## src/hw/pmc_pkg.sv

```systemverilog
// Package for the power mode control block: register map, fields, modes.
// Assumes an AXI4-Lite master with 32-bit data reaches the registers.
package pmc_pkg;

   // ==========================================================
   // Register byte offsets
   // ==========================================================
   localparam logic [31:0] ADDR_POWER_CONTROL = 32'h0000_0000;
   localparam logic [31:0] ADDR_MODE_STATUS   = 32'h0000_0004;

   // ==========================================================
   // Power control fields
   // ==========================================================
   localparam int BIT_BAUD_DOUBLE = 7;  // Serial baud doubling.
   localparam int BIT_USER_FLAG_1 = 3;  // Software flag.
   localparam int BIT_USER_FLAG_0 = 2;  // Software flag.
   localparam int BIT_POWER_DOWN  = 1;  // Power-down request.
   localparam int BIT_SLEEP_REQ   = 0;  // Idle request.

   // Reset value of the power control register.
   localparam logic [7:0] RESET_POWER_CONTROL = 8'h00;

   // ==========================================================
   // Mode status fields
   // ==========================================================
   localparam int ST_SLEEP      = 0;
   localparam int ST_POWER_DOWN = 1;
   localparam int ST_EMULATION  = 2;

   // ==========================================================
   // Bus answers
   // ==========================================================
   localparam logic [1:0] RESP_OKAY   = 2'h0;
   localparam logic [1:0] RESP_SLVERR = 2'h2;

   // Operating modes of the device.
   typedef enum logic [1:0] {
      MODE_RUN        = 2'b00,
      MODE_IDLE       = 2'b01,
      MODE_POWER_DOWN = 2'b10,
      MODE_EMULATION  = 2'b11
   } pmc_mode_t;

endpackage : pmc_pkg

```

## src/hw/pmc_power_ctrl.sv

```systemverilog
// Power mode control: power control register, idle, power-down and
// emulation-mode entry, with strobe and port pin control.
// Assumes one 20 MHz clock, a synchronous active-high reset from the
// reset pin, and an AXI4-Lite master for the register.
//
// Function
// - Baud doubling only with timer 1 and modes 1-3.
// - Writing power-down bit starts power-down.
// - Writing sleep request bit starts idle.
// - Both bits written: power-down wins over idle.
// - Register resets with top and low bits zero.
// - Bits 3 and 2 are free user flags.
// - Setting write is last; power-down follows immediately.
// - Power-down stops the oscillator.
// - Power-down keeps RAM and register contents.
// - Power-down: ports keep driving latch values.
// - Power-down holds both strobes low.
// - Only hardware reset ends power-down.
// - Ending reset reloads registers, keeps RAM.
// - Ending reset frees the oscillator.
// - Strobe low through reset release enters emulation.
// - Emulation floats port 0, weakly pulls others.
// - Oscillator keeps running in emulation.
// - Only a normal reset leaves emulation.
// - Idle gates CPU clock, peripherals keep clock.
// - Enabled interrupt in idle clears sleep bit.
// - Reset pin clears sleep bit asynchronously.
`timescale 1ns/10ps
`default_nettype none

module pmc_power_ctrl (
   // Clock and reset.
   input  wire logic        core_clk,
   input  wire logic        reset,
   // AXI4-Lite write address and data.
   input  wire logic [31:0] s_axi_awaddr,
   input  wire logic        s_axi_awvalid,
   output logic             s_axi_awready,
   input  wire logic [31:0] s_axi_wdata,
   input  wire logic [3:0]  s_axi_wstrb,
   input  wire logic        s_axi_wvalid,
   output logic             s_axi_wready,
   // AXI4-Lite write response.
   output logic [1:0]       s_axi_bresp,
   output logic             s_axi_bvalid,
   input  wire logic        s_axi_bready,
   // AXI4-Lite read.
   input  wire logic [31:0] s_axi_araddr,
   input  wire logic        s_axi_arvalid,
   output logic             s_axi_arready,
   output logic [31:0]      s_axi_rdata,
   output logic [1:0]       s_axi_rresp,
   output logic             s_axi_rvalid,
   input  wire logic        s_axi_rready,
   // Core side status.
   input  wire logic        irq_pending,
   input  wire logic        timer1_baud_sel,
   input  wire logic [1:0]  serial_mode,
   input  wire logic        core_ale,
   input  wire logic        core_program_store_strobe,
   // Clock control.
   output logic             osc_enable,
   output logic             cpu_clk_en,
   output logic             periph_clk_en,
   output logic             baud_double,
   // Address latch strobe pin.
   input  wire logic        ale_in,
   output logic             ale_out,
   output logic             ale_oe,
   // Program store strobe pin.
   input  wire logic        program_store_strobe_in,
   output logic             program_store_strobe_out,
   output logic             program_store_strobe_oe,
   // Pin mode control.
   output logic             strobe_weak_pull,
   output logic             port0_float,
   output logic             port_weak_pull,
   output logic             port_hold
);

   // ==========================================================
   // State
   // ==========================================================
   pmc_pkg::pmc_mode_t mode_q;      // Present mode.
   pmc_pkg::pmc_mode_t mode_d;      // Next mode.
   logic        baud_dbl_q;         // Baud doubling bit.
   logic [1:0]  flags_q;            // User flags 1 and 0.
   logic        ale_s1_q;           // Strobe pin sync, stage one.
   logic        ale_s2_q;           // Strobe pin sync, stage two.
   logic        pss_s1_q;           // Store strobe sync, stage one.
   logic        pss_s2_q;           // Store strobe sync, stage two.
   logic        strap_q;            // Emulation request seen in reset.
   logic        reset_dly_q;        // Reset one cycle ago.
   logic        aw_held_q;          // Write address taken.
   logic [31:0] awaddr_q;           // Taken write address.
   logic        w_held_q;           // Write data taken.
   logic [31:0] wdata_q;            // Taken write data.
   logic        wlane0_q;           // Low byte lane enabled.
   logic        bvalid_q;           // Write answer pending.
   logic [1:0]  bresp_q;            // Write answer code.
   logic        rvalid_q;           // Read answer pending.
   logic [1:0]  rresp_q;            // Read answer code.
   logic [31:0] rdata_q;            // Read data.
   logic        ale_out_q;          // Strobe pin level.
   logic        ale_oe_q;           // Strobe pin drive.
   logic        pss_out_q;          // Store strobe level.
   logic        pss_oe_q;           // Store strobe drive.
   logic        weak_q;             // Strobe weak pull.
   logic        p0_float_q;         // Port 0 float.
   logic        port_pull_q;        // Other ports weak pull.
   logic        hold_q;             // Ports hold latches.
   logic        wr_commit;          // Write performed this cycle.
   logic        wr_ctrl;            // Commit hits power control.
   logic        sleep_bit;          // Sleep bit as software sees it.
   logic [7:0]  power_control;      // Register image.
   logic [7:0]  mode_status;        // Status image.

   // Address match used by both read and write decoding.
   function automatic logic addr_is(input logic [31:0] a,
                                    input logic [31:0] r);
      addr_is = (a[7:2] == r[7:2]) && (a[31:8] == 24'h00_0000);
   endfunction : addr_is

   // ==========================================================
   // Pin synchronisers
   // ==========================================================
   // Strobe pins come from the tester, so each passes two stages.
   always_ff @(posedge core_clk) begin
      ale_s1_q <= ale_in;
      ale_s2_q <= ale_s1_q;
      pss_s1_q <= program_store_strobe_in;
      pss_s2_q <= pss_s1_q;
   end

   // Emulation request is the strobe pattern on the last cycle of
   // reset; it is caught by the clock, never by the reset itself.
   always_ff @(posedge core_clk) begin
      reset_dly_q <= reset;
      if (reset) begin
         strap_q <= !ale_s2_q && pss_s2_q;
      end
   end

   // ==========================================================
   // AXI4-Lite write channel
   // ==========================================================
   // Address and data are taken in either order; the answer follows
   // both. One write at a time, so ready drops while one is held.
   assign s_axi_awready = !aw_held_q && !bvalid_q;
   assign s_axi_wready  = !w_held_q && !bvalid_q;
   assign wr_commit     = aw_held_q && w_held_q && !bvalid_q;
   assign wr_ctrl       = wr_commit && wlane0_q
                          && addr_is(awaddr_q, pmc_pkg::ADDR_POWER_CONTROL);

   // Holding registers for address and data.
   always_ff @(posedge core_clk) begin
      if (reset) begin
         aw_held_q <= 1'b0;
         w_held_q  <= 1'b0;
         awaddr_q  <= 32'h0000_0000;
         wdata_q   <= 32'h0000_0000;
         wlane0_q  <= 1'b0;
      end else begin
         if (s_axi_awvalid && s_axi_awready) begin
            aw_held_q <= 1'b1;
            awaddr_q  <= s_axi_awaddr;
         end else if (wr_commit) begin
            aw_held_q <= 1'b0;
         end
         if (s_axi_wvalid && s_axi_wready) begin
            w_held_q <= 1'b1;
            wdata_q  <= s_axi_wdata;
            wlane0_q <= s_axi_wstrb[0];
         end else if (wr_commit) begin
            w_held_q <= 1'b0;
         end
      end
   end

   // Write answer: status register is read-only, other offsets error.
   always_ff @(posedge core_clk) begin
      if (reset) begin
         bvalid_q <= 1'b0;
         bresp_q  <= pmc_pkg::RESP_OKAY;
      end else if (wr_commit) begin
         bvalid_q <= 1'b1;
         if (addr_is(awaddr_q, pmc_pkg::ADDR_POWER_CONTROL)) begin
            bresp_q <= pmc_pkg::RESP_OKAY;
         end else if (addr_is(awaddr_q, pmc_pkg::ADDR_MODE_STATUS)) begin
            bresp_q <= pmc_pkg::RESP_OKAY;
         end else begin
            bresp_q <= pmc_pkg::RESP_SLVERR;
         end
      end else if (s_axi_bready) begin
         bvalid_q <= 1'b0;
      end
   end

   assign s_axi_bvalid = bvalid_q;
   assign s_axi_bresp  = bresp_q;

   // ==========================================================
   // Power control register
   // ==========================================================
   // Baud bit and flags. A frozen device keeps them, so writes in
   // power-down or emulation are dropped.
   always_ff @(posedge core_clk) begin
      if (reset) begin
         baud_dbl_q <= pmc_pkg::RESET_POWER_CONTROL[pmc_pkg::BIT_BAUD_DOUBLE];
         flags_q    <= pmc_pkg::RESET_POWER_CONTROL[pmc_pkg::BIT_USER_FLAG_1
                                                    :pmc_pkg::BIT_USER_FLAG_0];
      end else if (wr_ctrl && mode_q != pmc_pkg::MODE_POWER_DOWN
                   && mode_q != pmc_pkg::MODE_EMULATION) begin
         baud_dbl_q <= wdata_q[pmc_pkg::BIT_BAUD_DOUBLE];
         flags_q    <= {wdata_q[pmc_pkg::BIT_USER_FLAG_1],
                        wdata_q[pmc_pkg::BIT_USER_FLAG_0]};
      end
   end

   // Sleep bit drops with the reset pin, no clock edge needed.
   assign sleep_bit = (mode_q == pmc_pkg::MODE_IDLE) && !reset;

   // Reserved bits 6 to 4 are not stored and read as zero.
   assign power_control = {baud_dbl_q, 3'b000, flags_q,
                           mode_q == pmc_pkg::MODE_POWER_DOWN,
                           sleep_bit};
   assign mode_status = {5'b00000,
                         mode_q == pmc_pkg::MODE_EMULATION,
                         mode_q == pmc_pkg::MODE_POWER_DOWN,
                         sleep_bit};

   // ==========================================================
   // Mode sequencer
   // ==========================================================
   // In idle an interrupt clears the sleep bit in the same cycle a
   // write might set it; the clear wins so a wake is never missed.
   always_comb begin
      mode_d = mode_q;
      case (mode_q)
         pmc_pkg::MODE_RUN: begin
            if (wr_ctrl && wdata_q[pmc_pkg::BIT_POWER_DOWN]) begin
               mode_d = pmc_pkg::MODE_POWER_DOWN;
            end else if (wr_ctrl && wdata_q[pmc_pkg::BIT_SLEEP_REQ]
                         && !irq_pending) begin
               mode_d = pmc_pkg::MODE_IDLE;
            end
         end
         pmc_pkg::MODE_IDLE: begin
            if (wr_ctrl && wdata_q[pmc_pkg::BIT_POWER_DOWN]) begin
               mode_d = pmc_pkg::MODE_POWER_DOWN;
            end else if (irq_pending) begin
               mode_d = pmc_pkg::MODE_RUN;
            end else if (wr_ctrl && !wdata_q[pmc_pkg::BIT_SLEEP_REQ]) begin
               mode_d = pmc_pkg::MODE_RUN;
            end
         end
         // Neither writes nor interrupts leave these modes.
         pmc_pkg::MODE_POWER_DOWN: mode_d = pmc_pkg::MODE_POWER_DOWN;
         pmc_pkg::MODE_EMULATION:  mode_d = pmc_pkg::MODE_EMULATION;
         default:                  mode_d = pmc_pkg::MODE_RUN;
      endcase
      // Reset ends every mode; on its release the strap decides.
      if (reset) begin
         mode_d = pmc_pkg::MODE_RUN;
      end else if (reset_dly_q && strap_q && !ale_s2_q) begin
         mode_d = pmc_pkg::MODE_EMULATION;
      end
   end

   // Mode register.
   always_ff @(posedge core_clk) begin
      mode_q <= mode_d;
   end

   // ==========================================================
   // Clock control
   // ==========================================================
   // Reset releases the oscillator even from power-down.
   assign osc_enable    = reset || mode_q != pmc_pkg::MODE_POWER_DOWN;
   assign periph_clk_en = osc_enable;
   assign cpu_clk_en    = reset || mode_q == pmc_pkg::MODE_RUN;
   assign baud_double   = baud_dbl_q && timer1_baud_sel
                          && serial_mode != 2'b00;

   // ==========================================================
   // Pin control
   // ==========================================================
   // Pin controls follow the next mode so they change with it.
   // During reset the strobes float so a tester can pull them low.
   always_ff @(posedge core_clk) begin
      if (reset) begin
         ale_out_q <= 1'b1;
         ale_oe_q  <= 1'b0;
         pss_out_q <= 1'b1;
         pss_oe_q  <= 1'b0;
         weak_q    <= 1'b1;
      end else begin
         case (mode_d)
            pmc_pkg::MODE_RUN: begin
               ale_out_q <= core_ale;
               ale_oe_q  <= 1'b1;
               pss_out_q <= core_program_store_strobe;
               pss_oe_q  <= 1'b1;
               weak_q    <= 1'b0;
            end
            pmc_pkg::MODE_IDLE: begin
               ale_out_q <= 1'b1;
               ale_oe_q  <= 1'b1;
               pss_out_q <= 1'b1;
               pss_oe_q  <= 1'b1;
               weak_q    <= 1'b0;
            end
            pmc_pkg::MODE_POWER_DOWN: begin
               ale_out_q <= 1'b0;
               ale_oe_q  <= 1'b1;
               pss_out_q <= 1'b0;
               pss_oe_q  <= 1'b1;
               weak_q    <= 1'b0;
            end
            default: begin
               ale_out_q <= 1'b1;
               ale_oe_q  <= 1'b0;
               pss_out_q <= 1'b1;
               pss_oe_q  <= 1'b0;
               weak_q    <= 1'b1;
            end
         endcase
      end
   end

   // Port pin modes.
   always_ff @(posedge core_clk) begin
      if (reset) begin
         p0_float_q  <= 1'b0;
         port_pull_q <= 1'b0;
         hold_q      <= 1'b0;
      end else begin
         p0_float_q  <= mode_d == pmc_pkg::MODE_EMULATION;
         port_pull_q <= mode_d == pmc_pkg::MODE_EMULATION;
         hold_q      <= mode_d == pmc_pkg::MODE_POWER_DOWN;
      end
   end

   assign ale_out                  = ale_out_q;
   assign ale_oe                   = ale_oe_q;
   assign program_store_strobe_out = pss_out_q;
   assign program_store_strobe_oe  = pss_oe_q;
   assign strobe_weak_pull         = weak_q;
   assign port0_float              = p0_float_q;
   assign port_weak_pull           = port_pull_q;
   assign port_hold                = hold_q;

   // ==========================================================
   // AXI4-Lite read channel
   // ==========================================================
   assign s_axi_arready = !rvalid_q;

   // Read answer one cycle after the address is taken.
   always_ff @(posedge core_clk) begin
      if (reset) begin
         rvalid_q <= 1'b0;
         rresp_q  <= pmc_pkg::RESP_OKAY;
         rdata_q  <= 32'h0000_0000;
      end else if (s_axi_arvalid && s_axi_arready) begin
         rvalid_q <= 1'b1;
         if (addr_is(s_axi_araddr, pmc_pkg::ADDR_POWER_CONTROL)) begin
            rresp_q <= pmc_pkg::RESP_OKAY;
            rdata_q <= {24'h00_0000, power_control};
         end else if (addr_is(s_axi_araddr, pmc_pkg::ADDR_MODE_STATUS)) begin
            rresp_q <= pmc_pkg::RESP_OKAY;
            rdata_q <= {24'h00_0000, mode_status};
         end else begin
            rresp_q <= pmc_pkg::RESP_SLVERR;
            rdata_q <= 32'h0000_0000;
         end
      end else if (s_axi_rready) begin
         rvalid_q <= 1'b0;
      end
   end

   assign s_axi_rvalid = rvalid_q;
   assign s_axi_rresp  = rresp_q;
   assign s_axi_rdata  = rdata_q;
endmodule : pmc_power_ctrl

`default_nettype wire

```

## config.mk

```make
export PLATFORM = sky130hd
export DESIGN_NAME = pmc_power_ctrl
export DESIGN_NICKNAME = d
export VERILOG_FILES = /design/src/hw/pmc_pkg.sv /design/src/hw/pmc_power_ctrl.sv
export SDC_FILE = /design/constraint.sdc
export NUM_CORES = 1
export LEC_CHECK = 0
export BUFFER_PORTS_ARGS = -buffer_cell sky130_fd_sc_hd__buf_2
export CORE_MARGIN = 5
export CORE_UTILIZATION = 45
export DETAILED_ROUTE_END_ITERATION = 10
export HOLD_SLACK_MARGIN = 0.03
export PLACE_DENSITY = 0.84
export REMOVE_ABC_BUFFERS = 1
export SLEW_MARGIN = 20
export SYNTH_ARGS = -nofsm -noshare
export SYNTH_HDL_FRONTEND = slang
export SYNTH_SLANG_ARGS = --single-unit
```

## constraint.sdc

```tcl
create_clock -name core_clk -period 4.75 [get_ports core_clk]
set_input_delay 0.95 -clock core_clk [delete_from_list [all_inputs] [get_ports core_clk]]
set_output_delay 0.95 -clock core_clk [all_outputs]
set_load 0.02 [all_outputs]
```

==> results.sh <==
export IMPL_outcome="completed"
export IMPL_setup_tns_ns=0
export IMPL_crit_path_top_delay_cell="buf_4"
export IMPL_holdWs_ns=0.327
export IMPL_yosysSeqAreaShare=0.491
export IMPL_max_stage_delay_ns=0.44
export IMPL_coreArea_sq_mm=0.00557
export IMPL_syn_to_final_growth_pct=24.0
export IMPL_synthXorXnorAreaFrac=0
export IMPL_grt_first_pass_wirelength_microns=9230
export IMPL_cts_buffer_depth=2
export IMPL_num_rows=27
export IMPL_numCtsBuffers=9
export IMPL_fin_nets=517
export IMPL_r2r_slack_ns=2.60
export IMPL_layout_drive_gt1_share=0.312
export IMPL_arrival_ns=1.96
export IMPL_grt_max_degree=56
export IMPL_peakVddDrop_mv=0.223
export IMPL_io_buffers=104
export IMPL_fillerInstances=525
export IMPL_path_class="in -> out"
export IMPL_cpMostUsedCell="buf_2"
export IMPL_vias=2280
export IMPL_synth_area_sq_mm=0.00263
export IMPL_rsz0062_at_grt="false"
export IMPL_p_leak_nw=1.52
export IMPL_power_density_mw_per_mm2=386
export IMPL_drv_slew=0
export IMPL_crit_required_ns=3.80
export IMPL_finalHoldViolations=0
export IMPL_tritoncts="done"
export IMPL_dr_pass1_iters=4
export IMPL_grtUsageTotal=0.156
export IMPL_ant_nets=0
export IMPL_pre_cts_ws_ns=1.84
export IMPL_layout_commonest_cell="buf_2"
export IMPL_timing_final_ws_setup_ns=1.84
export IMPL_ys_types=37
export IMPL_io_pins=168
export IMPL_cp_num_buf_inv=4
export IMPL_antenna_found_initial=0
export IMPL_synthMuxAreaShare=0.0343
export IMPL_post_cts_buffers=0
export IMPL_die_w_microns=86.4
export IMPL_layout_common_cells="buf_2, nand2_1, dfxtp_1"
export IMPL_max_slew_worst_pin_slew_ns=0.979
export IMPL_worst_setup_path_start_kind="primary input"
export IMPL_ys_warn_count=0
export IMPL_grt_pass1_vias=2227
export IMPL_wirelength_microns=5960
export IMPL_cp_cell_sequence="buf_2, buf_4, inv_1, nand3_1, buf_2"
export IMPL_initial_utilization=0.471
export IMPL_slew_headroom=0.347
export IMPL_clock_latency_ns=0.33
export IMPL_synth_top_family_by_area="simple AND/OR/NAND/NOR gates"
export IMPL_cap_violations=0
export IMPL_ys_ff_latch=64
export IMPL_dieArea_sq_mm=0.00747
export IMPL_postCtsResizedCells=0
export IMPL_synthAdderAreaFrac=0
export IMPL_setup_violations_final=0
export IMPL_routabilityCongestion=0.744
export IMPL_fin_crit_ns=2.91
export IMPL_path_max_fanout=55
export IMPL_drc=0
export IMPL_clock_skew_final_ns=0.00614
export IMPL_crit_family="buffers and inverters"
export IMPL_n_antenna_cell=0
export IMPL_worst_hold_path_type="reg -> reg"
export IMPL_path_clk_slew_ns=0.06
export IMPL_cts_root_buf="clkbuf_8"
export IMPL_vias_per_cell=4.76
export IMPL_syn_inst=305
export IMPL_synth_compound_area_share=0.113
export IMPL_clock_sinks=64
export IMPL_fmax_mhz=344
export IMPL_grt_overflow=0
export IMPL_cp_end_kind="output pin"
export IMPL_syn_area_per_cell_sq_um=8.61
export IMPL_first_iter_violations=69
export IMPL_dieHeight_microns=86.4
export IMPL_holdBufCountCts=0
export IMPL_dpl_hpwl_microns=4610
export IMPL_wl_per_cell_microns=12.4
export IMPL_htreeDepth=3
export IMPL_period_share=0.612
export IMPL_synthSimpleGateAreaFrac=0.229
export IMPL_totalPowerFinal_mw=1.26
==> logic make-up (layout without fill, tap and decap cells) <==
family | after synthesis | count (layout)
AOI/OAI and AO/OA | 50 | 50
buffers and inverters | 55 | 129
DFF | 64 | 64
muxes | 9 | 9
other | 1 | 29
and+or+nand+nor | 126 | 126
==> worst paths after layout <==
kind / end / from / cells past startpoint
worst min-delay path: pss_s2_q / pss_s1_q / 0
worst max-delay path: osc_enable / reset / 5
worst min register to register: pss_s2_q / pss_s1_q / 0
worst max register to register: mode_q[0] / awaddr_q[27] / 5
==> cell usage after synthesis <==
library cell | number | area share
a211o_1 | 2 | 0.0067
a211oi_1 | 2 | 0.0057
a21o_1 | 1 | 0.0029
a21oi_1 | 35 | 0.067
a221oi_2 | 1 | 0.0057
a22oi_1 | 1 | 0.0029
a32oi_1 | 4 | 0.013
and2_1 | 2 | 0.0048
and3b_1 | 1 | 0.0033
buf_2 | 1 | 0.0019
buf_4 | 32 | 0.091
buf_6 | 2 | 0.0086
clkbuf_1 | 12 | 0.017
conb_1 | 1 | 0.0014
dfxtp_1 | 63 | 0.48
edfxtp_1 | 1 | 0.011
inv_1 | 8 | 0.011
mux2i_1 | 9 | 0.034
nand2_1 | 65 | 0.093
nand2b_1 | 1 | 0.0024
nand3_1 | 2 | 0.0038
nand3b_1 | 2 | 0.0057
nand4_1 | 4 | 0.0095
nor2_1 | 26 | 0.037
nor2b_1 | 1 | 0.0024
nor3_1 | 4 | 0.0076
nor4_1 | 9 | 0.021
nor4_2 | 3 | 0.014
nor4_4 | 1 | 0.0081
nor4b_1 | 1 | 0.0033
o211a_1 | 1 | 0.0038
o21ai_0 | 2 | 0.0038
o21ai_1 | 1 | 0.0019
or2b_1 | 1 | 0.0029
or2b_2 | 1 | 0.0033
or3_1 | 1 | 0.0024
or4b_1 | 1 | 0.0038
==> report_power, final <==
| part | switching (mW) | internal, mW | total (mW) |
|---|---|---|---|
| Sequential | 0.0189 | 0.569 | 0.588 |
| Clock | 0.201 | 0.307 | 0.507 |
| Combinational | 0.0995 | 0.0631 | 0.163 |
| Total | 0.319 | 0.939 | 1.26 |
==> stage by stage <==
stage          utilization  std cells  cell area (sq um)
2_1_floorplan            -        286               2420
3_3_place_gp         0.545        463               3040
3_5_place_dp         0.545        463               3040
4_1_cts              0.585        479               3260
5_1_grt              0.585        479               3260
6_report             0.585        479               3260
==> registers in the layout, indices dropped and copies added (netlist names), 2 cells and up <==
register / cells
mode_q: 2
s_axi_rdata: 5
awaddr_q: 30
wdata_q: 5
flags_q: 2
==> area by class of cell <==
class	count	area, sq um	share of cell area
Sequential cell	64	1290	0.396
Multi-Input combinational cell	214	1100	0.337
Timing Repair Buffer	105	528	0.162
Clock buffer	10	138	0.0422
Tap cell	72	90.1	0.0276
Clock inverter	6	82.6	0.0253
Inverter	8	30.0	0.00922
==> layer usage <==
layer | vias up | share of wire | track usage
met5 | - | 0 | 0
met4 | 0 | 0.012 | 0.0552
met3 | 10 | 0.12 | 0.0627
met2 | 111 | 0.49 | 0.291
met1 | 998 | 0.38 | 0.154
li1 | 1161 | - | -
Power figures use the tool's default switching activity.
